`config.mk`:
```
export PLATFORM = sky130hd
export DESIGN_NAME = adm_result_mover
export DESIGN_NICKNAME = d
export VERILOG_FILES = /design/src/adm_pkg.sv /design/src/adm_result_mover.sv
export SDC_FILE = /design/constraint.sdc
export NUM_CORES = 1
export LEC_CHECK = 0
export ABC_AREA = 0
export BUFFER_PORTS_ARGS = -buffer_cell sky130_fd_sc_hd__buf_2
export CAP_MARGIN = 15
export CORE_MARGIN = 4
export CORE_UTILIZATION = 56
export CTS_CLUSTER_DIAMETER = 200
export DETAILED_ROUTE_END_ITERATION = 6
export GPL_TIMING_DRIVEN = 0
export HOLD_SLACK_MARGIN = 0.1
export PLACE_DENSITY_LB_ADDON = 0.08
export SLEW_MARGIN = 20
export SYNTH_ARGS = -nofsm -noshare
export SYNTH_HDL_FRONTEND = slang
export SYNTH_SLANG_ARGS = --single-unit
```
`constraint.sdc`:
```
create_clock -name ref_clk -period 4.8 [get_ports ref_clk]
set_input_delay 0.48 -clock ref_clk [delete_from_list [all_inputs] [get_ports ref_clk]]
set_output_delay 0.48 -clock ref_clk [all_outputs]
set_load 0.02 [all_outputs]
```
`src/adm_pkg.sv`:
```
package adm_pkg;
	// register indices; byte address is four times the index
	localparam logic [11:0] IDX_CH0_HI = 12'h0fb2;
	localparam logic [11:0] IDX_CH0_CUR = 12'h0fb3;
	localparam logic [11:0] IDX_CH0_END = 12'h0fb4;
	localparam logic [11:0] IDX_CH1_HI = 12'h0fba;
	localparam logic [11:0] IDX_CH1_CUR = 12'h0fbb;
	localparam logic [11:0] IDX_CH1_END = 12'h0fbc;
	localparam logic [11:0] IDX_ADC_BASE = 12'h0fbd;
	localparam logic [11:0] IDX_ADC_CTL = 12'h0fbe;
	localparam logic [11:0] IDX_STATUS = 12'h0fbf;
	localparam logic [11:0] IDX_GEN_CTL = 12'h0fc0;
	localparam logic [11:0] IDX_IRQ_MASK = 12'h0fc1;
	// field positions
	localparam int CTL_EN_BIT = 7;
	localparam int CTL_ADC_CHANNEL_IRQ_ENABLE_BIT = 6;
	localparam int FLAG_ADC_BIT = 2;
	// reset values and the last legal input
	localparam logic [7:0] ADC_CTL_RST = 8'h00;
	localparam logic [7:0] BYTE_RST = 8'h00;
	localparam logic [2:0] FLAGS_RST = 3'h0;
	localparam logic [3:0] LAST_LEGAL_IN = 4'hb;
	localparam logic [31:0] RD_ZERO = 32'h0000_0000;

	// adc channel write sequencer, gray on each step except the return from ADM_WR_LO to ADM_IDLE
	typedef enum logic [1:0] {
		ADM_IDLE = 2'b00,
		ADM_WR_HI = 2'b01,
		ADM_WR_LO = 2'b11
	} adm_state_t;

	// register file write port
	typedef struct packed {
		logic we;
		logic [11:0] addr;
		logic [7:0] data;
	} adm_rf_wr_t;
endpackage : adm_pkg

```
`src/adm_result_mover.sv`:
```
// The Avalon-MM register port was left to the implementer.
`timescale 1ns/1ps
`default_nettype none

// What this block does
// RL1 - each general channel's end address is the high-nibble field above the end low byte.
// RL2 - that 12-bit end address is the last location the general channel reaches.
// RL3 - adc result addresses take their top seven bits from base register bits 7..1.
// RL4 - the five low address bits are the 4-bit input number followed by a zero.
// RL5 - each 10-bit result is written as high byte at the even address, low byte at the odd one.
// RL6 - software keeps base register bit 0 at zero.
// RL7 - with the adc enable clear the channel idles and the input number is held at zero.
// RL8 - with the adc enable set the channel moves conversion results into the register file.
// RL9 - with the adc interrupt enable clear the adc channel raises no interrupt.
// RL10 - with it set an interrupt follows the transfer of the last selected input.
// RL11 - inputs run from 0 upward, codes above 11 acting as 11.
// RL12 - a general channel's current address steps by 1 for bytes or 2 for words.
// RL13 - reading the status register clears all three interrupt flags.
// RL14 - a general channel stops after its transfer at the end address.
// RL15 - while enabled the adc channel wraps to input 0 after the last one.
module adm_result_mover #(
	parameter int RESULT_W = 10
) (
	input wire logic ref_clk,
	input wire logic rst_n,
	input wire logic [13:0] avs_address,
	input wire logic avs_read,
	input wire logic avs_write,
	input wire logic [31:0] avs_writedata,
	output logic [31:0] avs_readdata,
	output logic avs_waitrequest,
	input wire logic adc_valid,
	input wire logic [RESULT_W-1:0] adc_result,
	output logic adc_ready,
	output logic [3:0] adc_input_sel,
	input wire logic [1:0] gen_req,
	output logic [23:0] gen_cur_addr,
	output logic [11:0] rf_addr,
	output logic [7:0] rf_wdata,
	output logic rf_we,
	output logic irq
);
	// ==========================================================
	// elaboration checks
	if (RESULT_W < 9 || RESULT_W > 16) begin : g_chk
		$error("adm_result_mover: RESULT_W must be 9..16");
	end

	// ==========================================================
	// reset release
	logic rst_meta_ff;
	logic rst_sync_n;
	// two-stage release of the async reset
	always_ff @(posedge ref_clk or negedge rst_n) begin
		if (!rst_n) begin
			rst_meta_ff <= 1'b0;
			rst_sync_n <= 1'b0;
		end else begin
			rst_meta_ff <= 1'b1;
			rst_sync_n <= rst_meta_ff;
		end
	end

	// ==========================================================
	// bus slave
	logic wait_ff;
	logic [31:0] rdata_ff;
	logic [7:0] end_lo_ff [2];
	logic [7:0] hi_ff [2];
	logic [11:0] cur_ff [2];
	logic [7:0] base_ff;
	logic [7:0] ctl_ff;
	logic [3:0] gen_ctl_ff;
	logic [2:0] flags_ff;
	logic [2:0] mask_ff;
	logic [3:0] in_ff;
	adm_pkg::adm_state_t state_ff;
	adm_pkg::adm_state_t nxt_state;
	adm_pkg::adm_rf_wr_t rf_ff;
	adm_pkg::adm_rf_wr_t nxt_rf;

	// decode; a request is accepted on the edge where wait is low
	wire req = avs_read | avs_write;
	wire acc = req & ~wait_ff;
	wire wr_acc = avs_write & ~wait_ff;
	wire [11:0] idx = avs_address[13:2];
	wire aligned = avs_address[1:0] == 2'b00;
	wire [7:0] wb = avs_writedata[7:0];
	wire wr_ch0_hi = wr_acc & aligned & (idx == adm_pkg::IDX_CH0_HI);
	wire wr_ch1_hi = wr_acc & aligned & (idx == adm_pkg::IDX_CH1_HI);
	wire wr_ch0_cur = wr_acc & aligned & (idx == adm_pkg::IDX_CH0_CUR);
	wire wr_ch1_cur = wr_acc & aligned & (idx == adm_pkg::IDX_CH1_CUR);
	wire wr_ch0_end = wr_acc & aligned & (idx == adm_pkg::IDX_CH0_END);
	wire wr_ch1_end = wr_acc & aligned & (idx == adm_pkg::IDX_CH1_END);
	wire wr_base = wr_acc & aligned & (idx == adm_pkg::IDX_ADC_BASE);
	wire wr_ctl = wr_acc & aligned & (idx == adm_pkg::IDX_ADC_CTL);
	wire wr_stat = wr_acc & aligned & (idx == adm_pkg::IDX_STATUS);
	wire wr_gctl = wr_acc & aligned & (idx == adm_pkg::IDX_GEN_CTL);
	wire wr_mask = wr_acc & aligned & (idx == adm_pkg::IDX_IRQ_MASK);
	wire rd_stat = avs_read & ~wait_ff & aligned
		& (idx == adm_pkg::IDX_STATUS);
	wire [1:0] wr_hi = {wr_ch1_hi, wr_ch0_hi};
	wire [1:0] wr_cur = {wr_ch1_cur, wr_ch0_cur};
	wire [1:0] wr_end = {wr_ch1_end, wr_ch0_end};

	// read mux, unmapped reads return zero
	wire [7:0] stat_byte = {in_ff, 1'b0, flags_ff};
	wire [7:0] rd_byte =
		!aligned ? adm_pkg::BYTE_RST :
		idx == adm_pkg::IDX_CH0_HI ? hi_ff[0] :
		idx == adm_pkg::IDX_CH0_CUR ? cur_ff[0][7:0] :
		idx == adm_pkg::IDX_CH0_END ? end_lo_ff[0] :
		idx == adm_pkg::IDX_CH1_HI ? hi_ff[1] :
		idx == adm_pkg::IDX_CH1_CUR ? cur_ff[1][7:0] :
		idx == adm_pkg::IDX_CH1_END ? end_lo_ff[1] :
		idx == adm_pkg::IDX_ADC_BASE ? base_ff :
		idx == adm_pkg::IDX_ADC_CTL ? ctl_ff :
		idx == adm_pkg::IDX_STATUS ? stat_byte :
		idx == adm_pkg::IDX_GEN_CTL ? {4'h0, gen_ctl_ff} :
		idx == adm_pkg::IDX_IRQ_MASK ? {5'h00, mask_ff} :
		adm_pkg::BYTE_RST;

	// one wait state, read data captured while waiting
	always_ff @(posedge ref_clk or negedge rst_sync_n) begin
		if (!rst_sync_n) begin
			wait_ff <= 1'b1;
			rdata_ff <= adm_pkg::RD_ZERO;
		end else begin
			wait_ff <= ~(req & wait_ff);
			rdata_ff <= {24'h00_0000, rd_byte};
		end
	end

	// ==========================================================
	// general channels
	logic [11:0] end_addr [2];
	logic [1:0] at_end;
	logic [1:0] step_go;
	logic [11:0] cur_next [2];
	for (genvar c = 0; c < 2; c++) begin : g_ch
		// end address from high nibble over low byte
		assign end_addr[c] = {hi_ff[c][7:4], end_lo_ff[c]}; // [RL1]
		assign at_end[c] = cur_ff[c] == end_addr[c]; // [RL2]
		assign step_go[c] = gen_req[c] & gen_ctl_ff[2*c];
		// step by one or two bytes
		assign cur_next[c] = cur_ff[c] + (gen_ctl_ff[2*c+1]
			? 12'h002 : 12'h001); // [RL12]
	end

	// address regs and per-channel enable
	always_ff @(posedge ref_clk or negedge rst_sync_n) begin
		if (!rst_sync_n) begin
			for (int c = 0; c < 2; c++) begin
				end_lo_ff[c] <= adm_pkg::BYTE_RST;
				hi_ff[c] <= adm_pkg::BYTE_RST;
				cur_ff[c] <= 12'h000;
			end
			gen_ctl_ff <= 4'h0;
		end else begin
			if (wr_gctl)
				gen_ctl_ff <= wb[3:0];
			for (int c = 0; c < 2; c++) begin
				if (wr_end[c])
					end_lo_ff[c] <= wb;
				if (wr_hi[c])
					hi_ff[c] <= wb;
				if (step_go[c])
					cur_ff[c] <= cur_next[c]; // [RL12]
				else if (wr_cur[c])
					cur_ff[c][7:0] <= wb;
				else if (wr_hi[c])
					cur_ff[c][11:8] <= wb[3:0];
				if (step_go[c] && at_end[c])
					gen_ctl_ff[2*c] <= 1'b0; // [RL14]
			end
		end
	end

	// ==========================================================
	// adc channel
	wire adc_en = ctl_ff[adm_pkg::CTL_EN_BIT];
	wire adc_adc_channel_irq_enable = ctl_ff[adm_pkg::CTL_ADC_CHANNEL_IRQ_ENABLE_BIT];
	// reserved codes act as the last legal input
	wire [3:0] last_in = ctl_ff[3:0] > adm_pkg::LAST_LEGAL_IN
		? adm_pkg::LAST_LEGAL_IN : ctl_ff[3:0]; // [RL11]
	wire [11:0] slot_addr = {base_ff[7:1], in_ff, 1'b0}; // [RL3] [RL4]
	wire take = adc_valid & adc_en & (state_ff == adm_pkg::ADM_IDLE);
	wire wrap = state_ff == adm_pkg::ADM_WR_LO && in_ff == last_in;
	wire [15:0] res_x = 16'(adc_result);
	logic [7:0] lo_hold_ff;

	// sequencer and write port; disable drops back to idle
	always_comb begin
		nxt_state = state_ff;
		nxt_rf = '{we: 1'b0, addr: rf_ff.addr, data: rf_ff.data};
		case (state_ff)
			adm_pkg::ADM_IDLE: begin
				if (take) begin // [RL8]
					nxt_state = adm_pkg::ADM_WR_HI;
					nxt_rf = '{we: 1'b1, addr: slot_addr,
						data: res_x[15:8]}; // [RL5]
				end
			end
			adm_pkg::ADM_WR_HI: begin
				nxt_state = adm_pkg::ADM_WR_LO;
				nxt_rf = '{we: 1'b1, addr: slot_addr | 12'h001,
					data: lo_hold_ff}; // [RL5]
			end
			adm_pkg::ADM_WR_LO: nxt_state = adm_pkg::ADM_IDLE;
			default: nxt_state = adm_pkg::ADM_IDLE;
		endcase
		// disable aborts a pair in flight, no stray low byte
		if (!adc_en) begin
			nxt_state = adm_pkg::ADM_IDLE; // [RL7]
			nxt_rf.we = 1'b0; // [RL7]
		end
	end

	// state, input counter and captured low byte
	always_ff @(posedge ref_clk or negedge rst_sync_n) begin
		if (!rst_sync_n) begin
			state_ff <= adm_pkg::ADM_IDLE;
			rf_ff <= '0;
			in_ff <= 4'h0;
			lo_hold_ff <= adm_pkg::BYTE_RST;
		end else begin
			state_ff <= nxt_state;
			rf_ff <= nxt_rf;
			if (take)
				lo_hold_ff <= res_x[7:0];
			if (!adc_en)
				in_ff <= 4'h0; // [RL7]
			else if (wrap)
				in_ff <= 4'h0; // [RL15]
			else if (state_ff == adm_pkg::ADM_WR_LO)
				in_ff <= in_ff + 4'h1; // [RL11]
		end
	end

	// ==========================================================
	// control, interrupt flags and mask
	wire [2:0] set_ev = {wrap & adc_adc_channel_irq_enable, // [RL9] [RL10]
		step_go[1] & at_end[1], step_go[0] & at_end[0]};
	// status read clears all, write one clears, a new event wins
	wire [2:0] clr_ev = rd_stat ? 3'h7 : (wr_stat ? wb[2:0] : 3'h0);
	always_ff @(posedge ref_clk or negedge rst_sync_n) begin
		if (!rst_sync_n) begin
			base_ff <= adm_pkg::BYTE_RST;
			ctl_ff <= adm_pkg::ADC_CTL_RST;
			flags_ff <= adm_pkg::FLAGS_RST;
			mask_ff <= adm_pkg::FLAGS_RST;
			irq <= 1'b0;
		end else begin
			if (wr_base)
				base_ff <= wb;
			if (wr_ctl)
				ctl_ff <= wb;
			if (wr_mask)
				mask_ff <= wb[2:0];
			flags_ff <= (flags_ff & ~clr_ev) | set_ev; // [RL13]
			irq <= |(flags_ff & mask_ff);
		end
	end

	// outputs straight from flops
	assign avs_waitrequest = wait_ff;
	assign avs_readdata = rdata_ff;
	assign rf_we = rf_ff.we;
	assign rf_addr = rf_ff.addr;
	assign rf_wdata = rf_ff.data;
	assign adc_input_sel = in_ff;
	assign gen_cur_addr = {cur_ff[1], cur_ff[0]};
	always_ff @(posedge ref_clk or negedge rst_sync_n) begin
		if (!rst_sync_n)
			adc_ready <= 1'b0;
		else
			adc_ready <= adc_en & (nxt_state == adm_pkg::ADM_IDLE);
	end
endmodule : adm_result_mover

`default_nettype wire

```
Word-level counts from Yosys, hierarchy flattened
Index checks and enable logic that the tools add are counted.
{"block": "classes", "addsub": 3, "magnitude_cmp": 1, "eq_ne": 20, "muxes": 37, "n_bitwise": 32, "reduce_logical": 17}
{"cell": "$eq 12x12->1 const B", "n": 11}
{"cell": "$mux 8", "n": 12}
{"cell": "$pmux 21 s2", "n": 1}
{"cell": "$mux 4", "n": 9}
{"cell": "$and 1x1->1", "n": 25}
{"cell": "$add 12x2->12", "n": 2}
{"cell": "$eq 12x12->1", "n": 2}
{"cell": "$mux 12", "n": 2}
{"cell": "$mux 21", "n": 1}
{"cell": "$reduce_bool 2->1", "n": 7}
{"cell": "$mux 3", "n": 4}
{"cell": "$mux 2", "n": 4}
{"cell": "$and 3x3->3", "n": 2}
{"cell": "$logic_not 2->1", "n": 3}
{"cell": "$reduce_and 2->1", "n": 3}
{"cell": "$add 4x1->4 const B", "n": 1}
{"cell": "$eq 4x4->1", "n": 1}
{"cell": "$gt 4x4->1 const B", "n": 1}
{"cell": "$ne 2x1->1 const B", "n": 2}
{"cell": "$pmux 2 s2", "n": 1}
{"cell": "$logic_and 1x1->1", "n": 3}
{"cell": "$mux 1", "n": 3}
{"cell": "$ne 3x1->1 const B", "n": 1}
{"cell": "$not 3->3", "n": 1}
{"cell": "7 further kinds", "n": 8}
{"block": "word_totals", "regBits": 130, "input_bits": 63, "out_inout_bits": 84, "elab_cells": 137}

Longest topological paths before layout
{"block": "logic_depth", "ltp_word": 13, "ltp_mapped": 9, "ltp_nobuf": 9}

Worst setup path before layout
Ideal clock, no wire load.
{"block": "synth_path", "path_kind": "reg2reg", "startpoint": "reg cur_ff (netlist bit gen_cur_addr[0])", "endpoint": "reg cur_ff (netlist bit gen_cur_addr[6])", "setup_ns": 0.127, "t_arrival_ns": 1.800, "required_ns": 4.673, "path_slack_ns": 2.873, "stages_incl_launch_ff": 9, "path_buffers": 0, "period_less_slack_ns": 1.927, "path_cell_list": "dfrtp_1 > ha_1 > inv_1 > fa_1 > nand4b_1 > nor2_1 > nand3_1 > o21ai_0 > a21oi_1"}
{"block": "synth_between", "elab_chain_cells": 2}
{"item": "start: declaration", "line": "adm_result_mover.sv:70", "rtl": "logic [11:0] cur_ff [2];"}
{"item": "start signal: indexed assignment", "line": "adm_result_mover.sv:168", "rtl": "cur_ff[c] <= cur_next[c];"}
{"item": "start signal: indexed assignment", "line": "adm_result_mover.sv:170", "rtl": "cur_ff[c][7:0] <= wb;"}
{"item": "start signal: indexed assignment", "line": "adm_result_mover.sv:172", "rtl": "cur_ff[c][11:8] <= wb[3:0];"}
{"item": "$add 12x2->12", "line": "adm_result_mover.sv:146", "rtl": "assign cur_next[c] = cur_ff[c] + (gen_ctl_ff[2*c+1]"}
{"item": "$mux 12", "line": "adm_result_mover.sv:167", "rtl": "if (step_go[c])"}
Every way passes these cells.
A chain may end at the register's enable or synchronous reset.

Worst setup path after layout
{"block": "layout_path", "startpoint": "reg gen_ctl_ff[1]", "endpoint": "reg cur_ff (netlist bit gen_cur_addr[6])"}
{"block": "layout_between", "elab_chain_cells": 3}
{"item": "start: declaration", "line": "adm_result_mover.sv:73", "rtl": "logic [3:0] gen_ctl_ff;"}
{"item": "start signal: assignment", "line": "adm_result_mover.sv:161", "rtl": "gen_ctl_ff <= wb[3:0];"}
{"item": "$mux 2", "line": "adm_result_mover.sv:147", "rtl": "? 12'h002 : 12'h001);"}
{"item": "$add 12x2->12", "line": "adm_result_mover.sv:146"}
{"item": "$mux 12", "line": "adm_result_mover.sv:167"}
Every way passes these cells.

==> impl_metrics.json <==
{
  "busiest_layer": "met2",
  "startpoint_type": "flip-flop",
  "maxCapViolCount": 0,
  "ys_seq_area_share_pct": 45.3,
  "dp_hpwl_um": 16600,
  "cts_max_level": 4,
  "die_area_sq_mm": 0.0147,
  "grt_pass1_vias": 6294,
  "cpMaxStageDelayCell": "dfrtp_1",
  "grt_max_degree": 61,
  "synth-seq-cells": 130,
  "synthSimpleGateAreaFrac_pct": 16.7,
  "gp_congestion": 0.925,
  "synth_top_area_cell": "dfrtp_1",
  "clk_pin_slew_ns": 0.06,
  "row_count": 41,
  "min_path_type": "flip-flop to async pin",
  "tightest_slew_ns": 0.781,
  "critical_path_class": "flip-flop to flip-flop",
  "ys_warn_count": 0,
  "syn_inst": 691,
  "cp.depth": 9,
  "fp.dieW_um": 121,
  "final_cells": 1018,
  "synthMuxAreaShare_pct": 13.2,
  "clkSinkCount": 130,
  "cts_buffers": 17,
  "violations": "DRC",
  "r2r_slack_ns": 2.55,
  "run_status": "finished with violations",
  "dp_cells": 985,
  "path_delay_family": "simple AND/OR/NAND/NOR gates",
  "initialDrtViolationCount": 771,
  "cp-startpoint": "gen_ctl_ff[1]",
  "track_usage_pct": 31.9,
  "die_y_um": 121,
  "netlist_area_sq_mm": 0.00719,
  "drc": 1,
  "grt_use_met2_pct": 48.1,
  "slew_headroom_pct": 47.9,
  "critPathRequiredTime_ns": 5.11,
  "ys_async_sr_fraction_pct": 100,
  "grtUsageMet3_pct": 6.76,
  "ff2ff_path_depth": 9,
  "synth_cell_types": 75,
  "final_util_pct": 68.5,
  "synthFlopType": "dfrtp_1",
  "clock_path_buffers": 2,
  "grt_remaining_overflow": 0,
  "cpMostUsedCell": "inv_1",
  "yosysTopAreaCellShare_pct": 44.9,
  "cp_max_fo": 7,
  "final_nets": 903,
  "irDropWorstVdd_mv": 0.294,
  "path_buf_inv": 2,
  "antenna_cells": 0,
  "clock_latency_ns": 0.43,
  "synth_compound_area_share_pct": 14.6,
  "cp-end-kind": "flip-flop",
  "num_vias": 6328,
  "crit_arrival_ns": 2.55,
  "synth_top_family_by_area": "simple AND/OR/NAND/NOR gates",
  "post-route-period-util_pct": 46.8,
  "rsz0062_at_grt": "false",
  "wl_um": 22700,
  "clock-root-buffer": "clkbuf_16",
  "synthAdderAreaFrac_pct": 1.43,
  "slew_violations": 0,
  "syn_area_per_cell_sq_um": 10.4,
  "cts_setup_buffers": 0,
  "synth_edf_count": 0,
  "cts_tree": "built",
  "cp_cell_sequence": "inv_1 -> ha_1 -> inv_1 -> fa_1 -> nand4b_1 -> nor2_1 -> nand3_1 -> o21ai_0 -> a21oi_1",
  "core_sq_mm": 0.0126,
  "setup_viol": 0,
  "total_leakage_power_nw": 4.20,
  "final_antenna_net_count": 0,
  "synthTopCellsByArea": "dfrtp_1, mux2_2, o21ai_0",
  "wl_per_cell_um": 22.3,
  "first_pass_iters": 7,
  "drt-vias-per-instance": 6.22,
  "crit_path_end": "gen_cur_addr[6]",
  "ios": 147,
  "synthXorXnorAreaFrac_pct": 3.17,
  "portBuffers": 97,
  "worstReg2RegStart": "gen_ctl_ff[1]",
  "hold_violations": 0,
  "drive_gt1_share_pct": 31.7,
  "fin_skew_ns": 0.00726,
  "grt_pass1_wl_um": 35700,
  "syn2layout_area_growth_pct": 20.1,
  "fmax_ghz": 0.445,
  "rr_endpoint": "gen_cur_addr[6]",
  "grtUsageMet1_pct": 45.3,
  "num-fill-cells": 1019,
  "power_density_mw_per_mm2": 298,
  "antenna_found_initial": 0,
  "initial_utilization_pct": 57.0,
  "crit_path_max_incr_delay_ns": 0.43,
  "min_period_ns": 2.25
}
## where the power goes
group / internal (mW) / switching [mW]
clock: 0.785 / 0.520
combinational: 0.0510 / 0.112
sequential: 1.10 / 0.00641
## per-stage QoR
step	worst slack, ns	power [mW]	area, sq um	setup TNS, ns	hold slack, ns
after global routing	2.41	2.65	8640	0	0.208
after floorplan	0.912	1.22	7280	0	0.184
after detailed placement	2.40	1.29	8040	0	0.195
after CTS	2.61	2.58	8640	0	0.196
after global placement	-0.356	1.28	7980	-43.97	0.265
final	2.55	2.58	8640	0	0.192
## cells by family after synthesis
| group | after synthesis |
|---|---|
| other | 2 |
| DFF | 130 |
| buffers and inverters | 74 |
| xor gates and xnor gates | 26 |
| and+or+nand+nor | 213 |
| adders and majority gates | 7 |
| muxes | 85 |
| AOI/OAI and AO/OA | 154 |
## repair_timing
| item | in CTS | in global routing |
|---|---|---|
| hold buffers | 1 | 0 |
| gates resized for setup | 0 | 0 |
| hold endpoints to repair | 2 | 0 |
## layer usage
metal	vias up	wire length [um]	part of all wire [%]
met5	-	0	0
met4	0	728	3.2
met3	60	1810	8.0
met2	363	10300	46
met1	3111	9820	43
li1	2794	-	-
## flip-flops by register name (all words and copies together) (netlist names), 4 cells and up
signal / flops
adc_input_sel: 4
avs_readdata: 8
base_ff: 8
ctl_ff: 8
end_addr: 24
gen_ctl_ff: 4
gen_cur_addr: 24
hi_ff: 8
lo_hold_ff: 8
rf_addr: 12
rf_wdata: 8
## cells in the final DEF, fill, tap and decap left out, drive strengths merged, types with 6 or more instances in the layout
master and n:
buf 137, dfrtp 129, mux2 69, nand2 54, o21ai 42, clkbuf 39
nor2 35, a21oi 30, nand3 29, conb 25, inv 20, nor3 19
nand4 19, mux2i 15, xnor2 15, and2 11, xor2 11, and4 7
nand2b 7, a21o 7, nand4b 6, o211ai 6, a221oi 6, o22ai 6
nor4 6, clkinv 6
## worst min-delay path by stage
stage | depth (start not counted) | to | startpoint
after floorplan | 0 | rst_meta_ff | rst_n
after global placement | 1 | rst_sync_n | rst_n
after detailed placement | 0 | gen_cur_addr[10] | rst_sync_n
after CTS | 0 | gen_cur_addr[8] | rst_sync_n
after global routing | 0 | gen_cur_addr[10] | rst_sync_n
final | 0 | gen_cur_addr[8] | rst_sync_n
## worst register-to-register path, stage by stage, from the launching register on
cell and delay [ns]:
dfrtp_1 0.43, inv_1 0.14, ha_1 0.18, inv_1 0.06
fa_1 0.38, nand4b_1 0.40, nor2_1 0.28, nand3_1 0.10
o21ai_0 0.10, a21oi_1 0.06
## cell type report
type                    instances  area (sq um)  share of cell area (%)
clock buffers                  18           439                    5.08
clock inverters                14           153                    1.77
well taps                     172           215                    2.49
multi-input cells             510          3620                    41.9
inverters                      15          56.3                   0.652
flip-flops and latches        130          3260                    37.7
repair buffers                100           551                    6.37
plain buffers                  59           344                    3.98
## synth_stat cells (3+ instances only)
cell type	n
nand4b_1	6
o32ai_1	5
nand3_1	26
xnor2_1	15
ha_1	5
o2bb2ai_1	5
mux2_2	69
o221a_2	5
and2_1	11
dfrtp_1	129
nor4_1	5
xor2_1	11
and4_1	7
a211oi_1	5
inv_1	15
a211o_1	3
nor2_1	33
o211ai_1	6
a221oi_1	6
clkbuf_1	20
o22ai_1	6
buf_2	10
nor3_1	18
a21o_1	7
nand3_2	3
nand2b_1	7
buf_4	27
nor2b_1	5
nand2_2	3
nand4_1	17
a31oi_1	4
nand2_1	50
a21oi_1	30
a22oi_1	4
o21ai_0	42
mux2i_1	15
Power figures use the tool's default switching activity.
